`src/ndef_host_regs.svh`:
```
`ifndef NDEF_HOST_REGS_SVH
`define NDEF_HOST_REGS_SVH
// Register offsets of the controller
`define REG_CTRL        4'h0
`define REG_CFG         4'h4
`define REG_LEN         4'h8
`define REG_STAT        4'hC
// Control bits, self clearing
`define CTRL_FMT        0
`define CTRL_BEGIN      1
`define CTRL_COMMIT     2
// Configuration fields
`define CFG_VER_LSB     0
`define CFG_MAXB_LSB    8
`define CFG_RW_BIT      24
`define CFG_T3_BIT      25
`define CFG_ENC_BIT     26
`define CFG_RST         32'h0100_1710
// Tag layout values
`define NDEF_SYS_CODE   16'h12FC
`define NDEF_AIB_BLOCK  5'h00
`define NDEF_FILE_BLOCK 5'h01
`define NDEF_LAST_BLOCK 5'h17
`define NDEF_NBR        8'h0F
`define NDEF_NBW        8'h0B
`define MAXB_SHARED     16'h0017
`define MAXB_T3         16'h001A
`define MAXB_ENC        16'h0018
`define WF_BUSY         8'h0F
`define WF_DONE         8'h00
`define EMPTY_MSG       24'hD00000
`define EMPTY_LEN       24'h000003
`define RESP_OKAY       2'h0
`define RESP_SLVERR     2'h2
`endif

```
`src/ndef_host_pkg.sv`:
```
package ndef_host_pkg;
    // Kind of write sent to the tag
    typedef enum logic [0:0] {
        req_block,
        req_syscode
    } tag_kind_t;
    // One write order to the tag
    typedef struct packed {
        tag_kind_t      kind;   // Block or system code
        logic [4:0]     block;  // Block number
        logic [127:0]   data;   // Block image, offset 0 in top byte
    } tag_req_t;
    // Sequencer states
    typedef enum logic [1:0] {
        st_idle,
        st_sc,
        st_aib,
        st_file
    } seq_state_t;
endpackage

```
`src/ndef_host.sv`:
```
`timescale 1ns/10ps
`include "ndef_host_regs.svh"
// Overview of operation
// - Attribute block written to block 0
// - Message file in blocks 1 to 23
// - Program system code 0x12FC
// - Offset 0 holds mapping version
// - Offset 1 holds read limit 0x0F
// - Offset 2 holds write limit 0x0B
// - Block count capped 0x17 or 0x1A
// - Encrypted use caps count at 0x18
// - Offsets 5 to 8 written zero
// - Flag 0x0F before, 0x00 after writing
// - Offset 0x0A: 0 read-only, 1 writable
// - Offsets 0x0B-0x0D hold message length
// - Checksum sums offsets 0 to 0x0D
// - Empty message D00000 at 0x0010
module ndef_host (
    input  wire logic                   aclk,         // System clock
    input  wire logic                   aresetn,      // Sync reset, low
    input  wire logic [3:0]             awaddr,       // Write address
    input  wire logic                   awvalid,      // Write address valid
    output logic                        awready,      // Write address ready
    input  wire logic [31:0]            wdata,        // Write data
    input  wire logic [3:0]             wstrb,        // Byte enables
    input  wire logic                   wvalid,       // Write data valid
    output logic                        wready,       // Write data ready
    output logic [1:0]                  bresp,        // Write response
    output logic                        bvalid,       // Response valid
    input  wire logic                   bready,       // Response ready
    input  wire logic [3:0]             araddr,       // Read address
    input  wire logic                   arvalid,      // Read address valid
    output logic                        arready,      // Read address ready
    output logic [31:0]                 rdata,        // Read data
    output logic [1:0]                  rresp,        // Read response
    output logic                        rvalid,       // Read data valid
    input  wire logic                   rready,       // Read data ready
    output ndef_host_pkg::tag_req_t     tag_req,      // Order to the tag
    output logic                        tag_valid,    // Order valid
    input  wire logic                   tag_ready     // Tag took order
);
    logic                       awready_r;     // Address slot free
    logic                       wready_r;      // Data slot free
    logic                       aw_got_r;      // Address held
    logic                       w_got_r;       // Data held
    logic [3:0]                 waddr_r;       // Held address
    logic [31:0]                wdata_r;       // Held data
    logic [3:0]                 wstrb_r;       // Held strobes
    logic                       bvalid_r;      // Response pending
    logic [1:0]                 bresp_r;       // Response code
    logic                       arready_r;     // Read slot free
    logic                       rvalid_r;      // Read data pending
    logic [31:0]                rdata_r;       // Read data
    logic [1:0]                 rresp_r;       // Read code
    logic [31:0]                cfg_r;         // Configuration
    logic [23:0]                len_r;         // Message length
    logic                       open_r;        // Message write open
    ndef_host_pkg::seq_state_t  state_r;       // Sequencer state
    ndef_host_pkg::tag_req_t    req_r;         // Order to tag
    logic                       tvalid_r;      // Order valid
    logic                       from_cmd_r;    // Sequence started by begin or commit
    logic [23:0]                ln_r;          // Length for next block 0
    logic                       do_wr;         // Register write now
    logic [31:0]                merged;        // Strobed write value
    logic [15:0]                maxb_eff;      // Capped block count
    logic                       idle;          // Sequencer free
    // Sum of the fourteen leading bytes of block 0
    function automatic logic [15:0] aib_sum(input logic [127:0] b);
        logic [15:0] s;
        s = 16'h0000;
        for (int i = 0; i < 14; i++) begin
            s = s + {8'h00, b[127-8*i -: 8]};
        end
        return s;
    endfunction
    // Block 0 image, offset 0 in the top byte
    function automatic logic [127:0] aib_image(input logic [7:0] ver,
        input logic [15:0] maxb, input logic [7:0] wf, input logic rw,
        input logic [23:0] ln);
        logic [127:0] b;
        b = {ver, `NDEF_NBR, `NDEF_NBW, maxb, 32'h0000_0000, wf,
             7'h00, rw, ln, 16'h0000};
        b[15:0] = aib_sum(b);
        return b;
    endfunction
    // Cap the block count; the encryption cap wins over type-3-only
    always_comb begin
        logic [15:0] lim;
        lim = cfg_r[`CFG_T3_BIT] ? `MAXB_T3 : `MAXB_SHARED;
        lim = cfg_r[`CFG_ENC_BIT] ? `MAXB_ENC : lim;
        maxb_eff = (cfg_r[`CFG_MAXB_LSB +: 16] > lim) ? lim : cfg_r[`CFG_MAXB_LSB +: 16];
    end
    assign do_wr = aw_got_r && w_got_r && !bvalid_r;
    assign idle  = (state_r == ndef_host_pkg::st_idle);
    // Byte enables applied over the old value
    always_comb begin
        logic [31:0] old;
        old = (waddr_r == `REG_LEN) ? {8'h00, len_r} : cfg_r;
        for (int i = 0; i < 4; i++) begin
            merged[8*i +: 8] = wstrb_r[i] ? wdata_r[8*i +: 8] : old[8*i +: 8];
        end
    end
    // Write address and data, taken in either order
    always_ff @(posedge aclk) begin
        if (!aresetn) begin
            aw_got_r  <= 1'b0;
            w_got_r   <= 1'b0;
            awready_r <= 1'b1;
            wready_r  <= 1'b1;
            waddr_r   <= 4'h0;
            wdata_r   <= 32'h0000_0000;
            wstrb_r   <= 4'h0;
        end else begin
            if (awvalid && awready_r) begin
                aw_got_r  <= 1'b1;
                awready_r <= 1'b0;
                waddr_r   <= awaddr;
            end else if (do_wr) begin
                aw_got_r  <= 1'b0;
            end
            if (wvalid && wready_r) begin
                w_got_r  <= 1'b1;
                wready_r <= 1'b0;
                wdata_r  <= wdata;
                wstrb_r  <= wstrb;
            end else if (do_wr) begin
                w_got_r  <= 1'b0;
            end
            // Slots reopen only once the response is taken
            if (bvalid_r && bready) begin
                awready_r <= 1'b1;
                wready_r  <= 1'b1;
            end
        end
    end
    // Write response, one per write
    always_ff @(posedge aclk) begin
        if (!aresetn) begin
            bvalid_r <= 1'b0;
            bresp_r  <= `RESP_OKAY;
        end else if (do_wr) begin
            bvalid_r <= 1'b1;
            bresp_r  <= (waddr_r == `REG_STAT) ? `RESP_SLVERR : `RESP_OKAY;
        end else if (bvalid && bready) begin
            bvalid_r <= 1'b0;
        end
    end
    // Configuration and length; held steady while a sequence runs
    always_ff @(posedge aclk) begin
        if (!aresetn) begin
            cfg_r <= `CFG_RST;
            len_r <= 24'h000000;
        end else if (do_wr && idle) begin
            if (waddr_r == `REG_CFG) begin
                cfg_r <= {5'h00, merged[26:0]};
            end
            if (waddr_r == `REG_LEN) begin
                len_r <= merged[23:0];
            end
        end
    end
    // Read channel; unmapped reads give zero with an error
    always_ff @(posedge aclk) begin
        if (!aresetn) begin
            arready_r <= 1'b1;
            rvalid_r  <= 1'b0;
            rdata_r   <= 32'h0000_0000;
            rresp_r   <= `RESP_OKAY;
        end else if (arvalid && arready_r) begin
            arready_r <= 1'b0;
            rvalid_r  <= 1'b1;
            rresp_r   <= `RESP_OKAY;
            case (araddr)
                `REG_CTRL: rdata_r <= 32'h0000_0000;
                `REG_CFG:  rdata_r <= cfg_r;
                `REG_LEN:  rdata_r <= {8'h00, len_r};
                `REG_STAT: rdata_r <= {maxb_eff, 14'h0000, open_r, !idle};
                default: begin
                    rdata_r <= 32'h0000_0000;
                    rresp_r <= `RESP_SLVERR;
                end
            endcase
        end else if (rvalid_r && rready) begin
            rvalid_r  <= 1'b0;
            arready_r <= 1'b1;
        end
    end
    // Sequencer: orders are ignored while a sequence is running
    always_ff @(posedge aclk) begin
        if (!aresetn) begin
            state_r  <= ndef_host_pkg::st_idle;
            tvalid_r <= 1'b0;
            req_r    <= '0;
            from_cmd_r <= 1'b0;
            ln_r     <= `EMPTY_LEN;
            open_r   <= 1'b0;
        end else begin
            case (state_r)
                ndef_host_pkg::st_idle: begin
                    if (do_wr && waddr_r == `REG_CTRL && wstrb_r[0]) begin
                        if (wdata_r[`CTRL_FMT]) begin
                            // Format: system code, block 0, empty file
                            state_r     <= ndef_host_pkg::st_sc;
                            tvalid_r    <= 1'b1;
                            req_r.kind  <= ndef_host_pkg::req_syscode;
                            req_r.block <= `NDEF_AIB_BLOCK;
                            req_r.data  <= {112'h0, `NDEF_SYS_CODE};
                            from_cmd_r  <= 1'b0;
                            ln_r        <= `EMPTY_LEN;
                            open_r      <= 1'b0;
                        end else if (wdata_r[`CTRL_BEGIN]) begin
                            state_r     <= ndef_host_pkg::st_aib;
                            tvalid_r    <= 1'b1;
                            req_r.kind  <= ndef_host_pkg::req_block;
                            req_r.block <= `NDEF_AIB_BLOCK;
                            req_r.data  <= aib_image(cfg_r[`CFG_VER_LSB +: 8],
                                maxb_eff, `WF_BUSY, cfg_r[`CFG_RW_BIT], ln_r);
                            open_r      <= 1'b1;
                            from_cmd_r  <= 1'b1;
                        end else if (wdata_r[`CTRL_COMMIT]) begin
                            // Message blocks are written by software between
                            state_r     <= ndef_host_pkg::st_aib;
                            tvalid_r    <= 1'b1;
                            req_r.kind  <= ndef_host_pkg::req_block;
                            req_r.block <= `NDEF_AIB_BLOCK;
                            ln_r        <= len_r;
                            req_r.data  <= aib_image(cfg_r[`CFG_VER_LSB +: 8],
                                maxb_eff, `WF_DONE, cfg_r[`CFG_RW_BIT], len_r);
                            open_r      <= 1'b0;
                            from_cmd_r  <= 1'b1;
                        end
                    end
                end
                ndef_host_pkg::st_sc: begin
                    if (tag_ready) begin
                        state_r     <= ndef_host_pkg::st_aib;
                        req_r.kind  <= ndef_host_pkg::req_block;
                        req_r.block <= `NDEF_AIB_BLOCK;
                        req_r.data  <= aib_image(cfg_r[`CFG_VER_LSB +: 8],
                            maxb_eff, `WF_DONE, cfg_r[`CFG_RW_BIT], ln_r);
                    end
                end
                ndef_host_pkg::st_aib: begin
                    if (tag_ready) begin
                        // Only the format sequence goes on to the file
                        if (!from_cmd_r) begin
                            state_r     <= ndef_host_pkg::st_file;
                            req_r.block <= `NDEF_FILE_BLOCK;
                            req_r.data  <= {`EMPTY_MSG, 104'h0};
                        end else begin
                            state_r  <= ndef_host_pkg::st_idle;
                            tvalid_r <= 1'b0;
                        end
                    end
                end
                ndef_host_pkg::st_file: begin
                    if (tag_ready) begin
                        state_r  <= ndef_host_pkg::st_idle;
                        tvalid_r <= 1'b0;
                    end
                end
                default: begin
                    state_r  <= ndef_host_pkg::st_idle;
                    tvalid_r <= 1'b0;
                end
            endcase
        end
    end
    assign awready   = awready_r;
    assign wready    = wready_r;
    assign bvalid    = bvalid_r;
    assign bresp     = bresp_r;
    assign arready   = arready_r;
    assign rvalid    = rvalid_r;
    assign rdata     = rdata_r;
    assign rresp     = rresp_r;
    assign tag_req   = req_r;
    assign tag_valid = tvalid_r;
    // Block 0 orders always target block 0
    property p_aib_block;
        @(posedge aclk) disable iff (!aresetn)
        (tvalid_r && state_r == ndef_host_pkg::st_aib) |-> req_r.block == `NDEF_AIB_BLOCK;
    endproperty
    a_aib_block: assert property (p_aib_block) else $error("block 0 misplaced");
    // File order lands inside the file area
    property p_file_block;
        @(posedge aclk) disable iff (!aresetn)
        (tvalid_r && state_r == ndef_host_pkg::st_file) |->
            req_r.block >= `NDEF_FILE_BLOCK && req_r.block <= `NDEF_LAST_BLOCK;
    endproperty
    a_file_block: assert property (p_file_block) else $error("file block out of range");
    // System code order carries the fixed code
    property p_syscode;
        @(posedge aclk) disable iff (!aresetn)
        (tvalid_r && state_r == ndef_host_pkg::st_sc) |->
            req_r.kind == ndef_host_pkg::req_syscode && req_r.data[15:0] == `NDEF_SYS_CODE;
    endproperty
    a_syscode: assert property (p_syscode) else $error("wrong system code");
    // Read and write limits in block 0
    property p_limits;
        @(posedge aclk) disable iff (!aresetn)
        (tvalid_r && state_r == ndef_host_pkg::st_aib) |->
            req_r.data[119:112] == `NDEF_NBR && req_r.data[111:104] == `NDEF_NBW;
    endproperty
    a_limits: assert property (p_limits) else $error("bad block limits");
    // Block count never above the largest mode cap
    property p_maxb;
        @(posedge aclk) disable iff (!aresetn)
        (tvalid_r && state_r == ndef_host_pkg::st_aib) |-> req_r.data[103:88] <= `MAXB_T3;
    endproperty
    a_maxb: assert property (p_maxb) else $error("block count too large");
    // Unused bytes stay zero
    property p_zero;
        @(posedge aclk) disable iff (!aresetn)
        (tvalid_r && state_r == ndef_host_pkg::st_aib) |-> req_r.data[87:56] == 32'h0000_0000;
    endproperty
    a_zero: assert property (p_zero) else $error("unused bytes not zero");
    // Checksum matches the leading bytes
    property p_cks;
        @(posedge aclk) disable iff (!aresetn)
        (tvalid_r && state_r == ndef_host_pkg::st_aib) |-> req_r.data[15:0] == aib_sum(req_r.data);
    endproperty
    a_cks: assert property (p_cks) else $error("checksum mismatch");
    // An order waiting on the tag stays unchanged
    property p_hold;
        @(posedge aclk) disable iff (!aresetn)
        (tvalid_r && !tag_ready) |=> tvalid_r && $stable(req_r);
    endproperty
    a_hold: assert property (p_hold) else $error("order changed before taken");
    // Begin raises the busy flag in block 0 within one cycle
    property p_begin;
        @(posedge aclk) disable iff (!aresetn)
        (idle && do_wr && waddr_r == `REG_CTRL && wstrb_r[0] && !wdata_r[`CTRL_FMT]
            && wdata_r[`CTRL_BEGIN]) |=> tvalid_r && req_r.data[55:48] == `WF_BUSY;
    endproperty
    a_begin: assert property (p_begin) else $error("begin did not mark busy");
endmodule // ndef_host

```
`config.mk`:
```
export PLATFORM = sky130hd
export DESIGN_NAME = ndef_host
export DESIGN_NICKNAME = d
export VERILOG_FILES = /design/src/ndef_host_pkg.sv /design/src/ndef_host.sv
export VERILOG_INCLUDE_DIRS = /design/src
export SDC_FILE = /design/constraint.sdc
export NUM_CORES = 1
export LEC_CHECK = 0
export ABC_AREA = 1
export BUFFER_PORTS_ARGS = -buffer_cell sky130_fd_sc_hd__buf_2
export CAP_MARGIN = 10
export CORE_MARGIN = 10
export CORE_UTILIZATION = 57
export DETAILED_ROUTE_END_ITERATION = 10
export PLACE_DENSITY_LB_ADDON = 0.15
export SLEW_MARGIN = 20
export SYNTH_ARGS = -nofsm -noshare
export SYNTH_HDL_FRONTEND = slang
export SYNTH_SLANG_ARGS = --single-unit
```
`constraint.sdc`:
```
create_clock -name aclk -period 6.23 [get_ports aclk]
set_input_delay 0.623 -clock aclk [delete_from_list [all_inputs] [get_ports aclk]]
set_output_delay 0.623 -clock aclk [all_outputs]
set_load 0.01 [all_outputs]
```
Yosys cells after proc, flatten, opt, wreduce, memory -nomap -nowiden
Index checks and enable logic that the tools add are counted.
{"block": "op_classes", "muxes": 53, "order_cmp": 1, "bitwise_logic": 1, "reduce_logical": 36, "addsub": 16, "eq_ne": 17}
{"op": "134-bit 2-to-1 mux", "count": 5}
{"op": "133-bit case mux with 3 select lines", "count": 1}
{"op": "133-bit 2-to-1 mux", "count": 2}
{"op": "16-bit by 8-bit adder with 16-bit output", "count": 6}
{"op": "32-bit case mux with 3 select lines", "count": 1}
{"op": "24-bit 2-to-1 mux", "count": 3}
{"op": "27-bit 2-to-1 mux", "count": 1}
{"op": "8-bit 2-to-1 mux", "count": 3}
{"op": "1-bit 2-to-1 mux", "count": 20}
{"op": "2-bit 2-to-1 mux", "count": 10}
{"op": "15-bit by 8-bit adder with 16-bit output", "count": 1}
{"op": "16-bit by 1-bit adder with 16-bit output", "count": 1}
{"op": "16-bit by 4-bit adder with 16-bit output, second input constant", "count": 1}
{"op": "4-bit equality test, second input constant", "count": 4}
{"op": "16-bit by 5-bit greater-than comparator with 1-bit output", "count": 1}
{"op": "16-bit 2-to-1 mux", "count": 1}
{"op": "14-bit by 8-bit adder with 15-bit output", "count": 1}
{"op": "13-bit by 8-bit adder with 14-bit output", "count": 1}
{"op": "2-bit nonzero test", "count": 7}
{"op": "12-bit by 1-bit adder with 13-bit output", "count": 1}
{"op": "11-bit by 8-bit adder with 12-bit output", "count": 1}
{"op": "2-bit != test, second input constant", "count": 6}
{"op": "6-bit AND reduction", "count": 2}
{"op": "10-bit by 8-bit adder with 11-bit output", "count": 1}
{"op": "24 further kinds", "count": 43}
{"block": "word_totals", "in_bits": 52, "out_inout_bits": 176, "register_bits": 292}

Longest topological paths before layout
{"block": "depth", "depth_word": 15, "depth_mapped": 38, "ltp_nobuf": 38}

Worst setup path before layout
No wires, ideal clock.
{"block": "synth_timing", "path_type": "register to register", "startpoint": "register cfg_r[26]", "endpoint": "register req_r (netlist bit tag_req[9])", "setup_ns": 0.122, "path_slack_ns": 0.673, "t_arrival_ns": 5.436, "path_stages_with_launch": 29, "period_less_slack_ns": 5.557, "required_ns": 6.108, "cell_sequence": "dfxtp_1 nor2_1 inv_1 ha_1 o211ai_1 nand2_1 nand3_1 nand2_1 nand2_1 o21ai_1 inv_2 fa_1 ha_1 ha_1 fa_1 nand4_2 nor2_4 nand3_2 nor2_4 xor2_1 fa_1 ha_1 nand2_1 inv_1 a221oi_1 o21ai_0 or2_2 a31oi_1 a21oi_2"}
{"block": "synth_between", "elab_chain_cells": 14, "word_cells_on_any_way": 23}
{"item": "start, declared", "line_no": "ndef_host.sv:55", "text": "logic [31:0] cfg_r;"}
{"item": "start signal, assigned", "line_no": "ndef_host.sv:151", "text": "cfg_r <= `CFG_RST;"}
{"item": "start signal, assigned", "line_no": "ndef_host.sv:155", "text": "cfg_r <= {5'h00, merged[26:0]};"}
{"item": "4-bit 2-to-1 mux (*)", "line_no": "ndef_host.sv:90", "text": "lim = cfg_r[`CFG_ENC_BIT] ? `MAXB_ENC : lim;"}
{"item": "16-bit by 5-bit greater-than comparator with 1-bit output", "line_no": "ndef_host.sv:91", "text": "maxb_eff = (cfg_r[`CFG_MAXB_LSB +: 16] > lim) ? lim : cfg_r[`CFG_MAXB_LSB +: 16];"}
{"item": "16-bit 2-to-1 mux (*)", "line_no": "ndef_host.sv:91"}
{"item": "10-bit by 8-bit adder with 11-bit output", "line_no": "ndef_host.sv:72", "text": "s = s + {8'h00, b[127-8*i -: 8]};"}
{"item": "11-bit by 8-bit adder with 12-bit output (*)", "line_no": "ndef_host.sv:72"}
{"item": "16-bit by 4-bit adder with 16-bit output / 12-bit by 1-bit adder with 13-bit output (equally long branches)", "line_no": "ndef_host.sv:72"}
{"item": "16-bit by 1-bit adder with 16-bit output / 16-bit by 8-bit adder with 16-bit output (equally long branches)", "line_no": "ndef_host.sv:72"}
{"item": "16-bit by 8-bit adder with 16-bit output (2 in series)", "line_no": "ndef_host.sv:72"}
{"item": "16-bit by 8-bit adder with 16-bit output / 134-bit 2-to-1 mux (equally long branches)", "line_no": "ndef_host.sv:72, ndef_host.sv:220"}
{"item": "134-bit 2-to-1 mux", "line_no": "ndef_host.sv:211", "text": "end else if (wdata_r[`CTRL_BEGIN]) begin"}
{"item": "134-bit 2-to-1 mux", "line_no": "ndef_host.sv:201", "text": "if (wdata_r[`CTRL_FMT]) begin"}
{"item": "134-bit 2-to-1 mux", "line_no": "ndef_host.sv:200", "text": "if (do_wr && waddr_r == `REG_CTRL && wstrb_r[0]) begin"}
{"item": "133-bit case mux with 3 select lines (*)", "line_no": "ndef_host.sv:198", "text": "case (state_r)"}
{"item": "end, declared", "line_no": "ndef_host.sv:59", "text": "ndef_host_pkg::tag_req_t req_r;"}
Every way passes the cells marked *; elsewhere a longest branch is shown, timed or not. The select of a mux whose other input is x is not followed.
A chain may end at the register's enable or synchronous reset.

Worst setup path after layout
{"block": "layout_timing", "startpoint": "register cfg_r[25]", "endpoint": "register req_r (netlist bit tag_req[9])"}
{"block": "layout_between", "elab_chain_cells": 15, "word_cells_on_any_way": 24}
{"item": "4-bit 2-to-1 mux (no line) (*)"}
{"item": "4-bit 2-to-1 mux (*)", "line_no": "ndef_host.sv:90"}
{"item": "16-bit by 5-bit greater-than comparator with 1-bit output", "line_no": "ndef_host.sv:91"}
{"item": "16-bit 2-to-1 mux (*)", "line_no": "ndef_host.sv:91"}
{"item": "10-bit by 8-bit adder with 11-bit output", "line_no": "ndef_host.sv:72"}
{"item": "11-bit by 8-bit adder with 12-bit output (*)", "line_no": "ndef_host.sv:72"}
{"item": "16-bit by 4-bit adder with 16-bit output / 12-bit by 1-bit adder with 13-bit output (equally long branches)", "line_no": "ndef_host.sv:72"}
{"item": "16-bit by 1-bit adder with 16-bit output / 16-bit by 8-bit adder with 16-bit output (equally long branches)", "line_no": "ndef_host.sv:72"}
{"item": "16-bit by 8-bit adder with 16-bit output (2 in series)", "line_no": "ndef_host.sv:72"}
{"item": "16-bit by 8-bit adder with 16-bit output / 134-bit 2-to-1 mux (equally long branches)", "line_no": "ndef_host.sv:72, ndef_host.sv:220"}
{"item": "134-bit 2-to-1 mux", "line_no": "ndef_host.sv:211"}
{"item": "134-bit 2-to-1 mux", "line_no": "ndef_host.sv:201"}
{"item": "134-bit 2-to-1 mux", "line_no": "ndef_host.sv:200"}
{"item": "133-bit case mux with 3 select lines (*)", "line_no": "ndef_host.sv:198"}
Marked as above.

==> out/qor.txt <==
GLOBAL ROUTE
----------------------------------------------------------------------------
Antenna violations before repair ..............................            0
First-pass GRT wire length ....................................     59400 um
Overall global routing resource usage .........................        0.250
Overflow left after global routing ............................            0
Number of global-route vias before repair .....................        11400
Maximum number of pins on one net before global-route repair ..           68

ROUTING
----------------------------------------------------------------------------
Violation count after the first detailed-route iteration ......          881
Routed Wire Length ............................................     37800 um
Drc violations ................................................            0
Routed vias/inst ..............................................         5.45
Number of vias after detailed routing .........................        11800
Antenna-violating nets left ...................................            0
Initial DRT Pass Iterations ...................................            6
Routed wire length per instance ...............................      17.4 um

TIMING
----------------------------------------------------------------------------
Setup Viol. Count Final .......................................            0
Period Utilization, post-route ................................        0.941
Slew at the pin with the worst max-slew slack .................       930 ps
Relative slew slack ...........................................        0.376
Maximum clock rate ............................................      171 MHz
Final critical path time including I/O delays and setup .......      5860 ps
Pins over their slew limit ....................................            0
Count of endpoints failing hold in the final timing report ....            0
Clock skew after layout .......................................      15.4 ps

RUN
----------------------------------------------------------------------------
Max-Cap Viols .................................................            0

CTS
----------------------------------------------------------------------------
Clock root buffer master ......................................    clkbuf_16
Clock transition at path regs .................................        60 ps
Count of H-tree levels built during CTS .......................            1
CTS tree ......................................................          yes
Max Root-Sink Buffers .........................................            3
Clock network latency to the later pin of the worst-skew pair .       540 ps
Sinks on Clock Net ............................................          222
Number of clock buffers inserted by TritonCTS .................           25

CRITICAL PATH
----------------------------------------------------------------------------
Largest fanout on the critical path ...........................            6
CP required ...................................................      6650 ps
Sort of element at the start of the critical path .............         flop
Crit path DAT .................................................      6280 ps
Dominant cell type by count on the critical path ..............         ha_1
CP max-delay cell .............................................         fa_2
Sort of element at the end of the critical path ...............         flop
Path type of the worst setup path .............................      reg2reg
Highest cell delay on the worst timing path ...................       590 ps

OUTCOME
----------------------------------------------------------------------------
Status ........................................................ finished clean

LAYOUT
----------------------------------------------------------------------------
Final instance area ...........................................   0.0146 mm2
Highest-count cells in the layout ignoring fill and taps ...... nand2_1 (291), inv_1 (229), dfxtp_1 (220)
Share of layout cells above drive strength 1 ..................        0.147
Leading cell type in the layout, fill and taps excluded .......      nand2_1
Antenna cells .................................................            0
Non-filler cells in the finished layout .......................         2175
Layout overhead on the synthesized area .......................        12.5%
Number of fill cells in the layout ............................         2043
Net count of the finished layout ..............................         2043

PLACEMENT
----------------------------------------------------------------------------
Number of placed instances, taps included .....................         2129
Cell area after placement .....................................   0.0137 mm2
Estimated wirelength of the detail-placed design ..............     28400 um
Global placement routability congestion .......................        0.903
Port Buf Inserts ..............................................          161

DIE
----------------------------------------------------------------------------
Chip height ...................................................       171 um
Area of the core region .......................................   0.0225 mm2
Die ar. .......................................................   0.0292 mm2
Starting utilization of the core area .........................        0.578
Number of ports placed on the die boundary ....................          228
Placement row count ...........................................           55
Width of the chip .............................................       171 um

SYNTH
----------------------------------------------------------------------------
Post-Syn Area .................................................   0.0130 mm2
Sequential cell area fraction in the yosys report .............        0.342
Distinct cell type count after synthesis ......................           52
Avg Inst Size Synth ...........................................     7.43 um2
Fraction of registers with async set/reset ....................            0
Number of enable flip-flop cells after synthesis ..............            0
Most common flop cell mapped by yosys .........................      dfxtp_1
Register bit total from synthesis .............................          222
Synth warn ....................................................            0
Number of instances in the synthesized netlist ................         1748

WORST HOLD PATH
----------------------------------------------------------------------------
Worst Hold Class ..............................................       in2reg

PWR
----------------------------------------------------------------------------
Reported leakage power ........................................      7.04 nW
Peak supply drop ..............................................     0.229 mV
Power density normalized to cell area .........................   337 mW/mm2

-- through the flow --
step                      total power [mW]  setup TNS (ps)  utilization  hold WS (ps)  worst slack (ps)
after global placement                3.39               0        0.607           421               167
after global routing                  5.24           -3.85        0.650           341             -3.85
final                                 4.93               0        0.650           334               367
after detailed placement              3.42               0        0.607           424              64.3
after floorplan                       2.96               0            -           424               673
after CTS                             4.92               0        0.645           324              37.1
-- path summary, 6_finish.rpt --
kind / from / to / slack (ps) / cells past startpoint
worst max-delay path: cfg_r[25] / tag_req[9] / 370 / 28
worst min-delay path: wdata[16] / wdata_r[16] / 330 / 3
worst max register to register: cfg_r[25] / tag_req[9] / 370 / 28
worst min register to register: rdata[31] / rdata[31] / 430 / 2
-- per-layer routing --
layer,part of all wire,wire [um],GRT usage,up-vias
met3,0.071,2690,0.0422,71
li1,-,-,-,5819
met2,0.47,17800,0.417,428
met5,0,0,0,-
met1,0.43,16100,0.323,5525
met4,0.033,1240,0.0817,0
-- state kept, by name, indices dropped and copies added (netlist names), 2 cells and up --
signal and flops:
len_r 24, cfg_r 27, waddr_r 4, state_r 2, tag_req 66, wdata_r 27, rdata 32, ln_r 24
wstrb_r 4
-- cell usage after synthesis (14+ instances only) --
| master | number | area, um2 |
|---|---|---|
| nand2_1 | 293 | 1100 |
| inv_1 | 229 | 860 |
| inv_2 | 16 | 60.1 |
| clkbuf_1 | 58 | 218 |
| buf_2 | 14 | 70.1 |
| nand3_1 | 59 | 295 |
| o21ai_0 | 70 | 350 |
| fa_1 | 51 | 1020 |
| nor3_1 | 18 | 90.1 |
| buf_4 | 72 | 541 |
| o21ai_1 | 86 | 430 |
| dfxtp_1 | 222 | 4440 |
| ha_1 | 68 | 851 |
| nor2_1 | 135 | 507 |
| a21oi_1 | 193 | 966 |
| a31oi_1 | 57 | 357 |
-- layout make-up --
cell class / count / area [um2] / area share
Multi-Input combinational cell: 1195 / 7100 / 0.486
Clock inverter: 9 / 92.6 / 0.00633
Clock buffer: 36 / 757 / 0.0518
Timing Repair Buffer: 175 / 911 / 0.0623
Sequential cell: 222 / 4450 / 0.304
Inverter: 253 / 955 / 0.0653
Tap cell: 285 / 357 / 0.0244
-- where the power goes --
| group | total, mW | internal, mW | switching [mW] |
|---|---|---|---|
| logic | 1.70 | 0.547 | 1.16 |
| registers | 1.72 | 1.61 | 0.115 |
| clock network | 1.50 | 0.888 | 0.614 |
-- kinds of logic after synthesis --
group | share of synthesized area
and+or+nand+nor | 0.174
AOI/OAI and AO/OA | 0.191
buffers and inverters | 0.139
DFF | 0.342
adders and majority gates | 0.144
xor gates and xnor gates | 0.0100
other | 0.000578
-- critical path: cells and delay by family (launching register included) --
family	cells	cell delay [ps]
fa+ha+maj	7	2680
simple gates	11	1510
flops	1	350
compound gates	6	740
xor+xnor	1	230
buf+inv	3	220
-- repair_timing --
action / CTS / global route
hold buffers: 0 / 0
buffers inserted: 0 / 1
setup endpoints to repair: 0 / 4
gates resized for setup: 0 / 18
(Power assumes the default switching activity.)
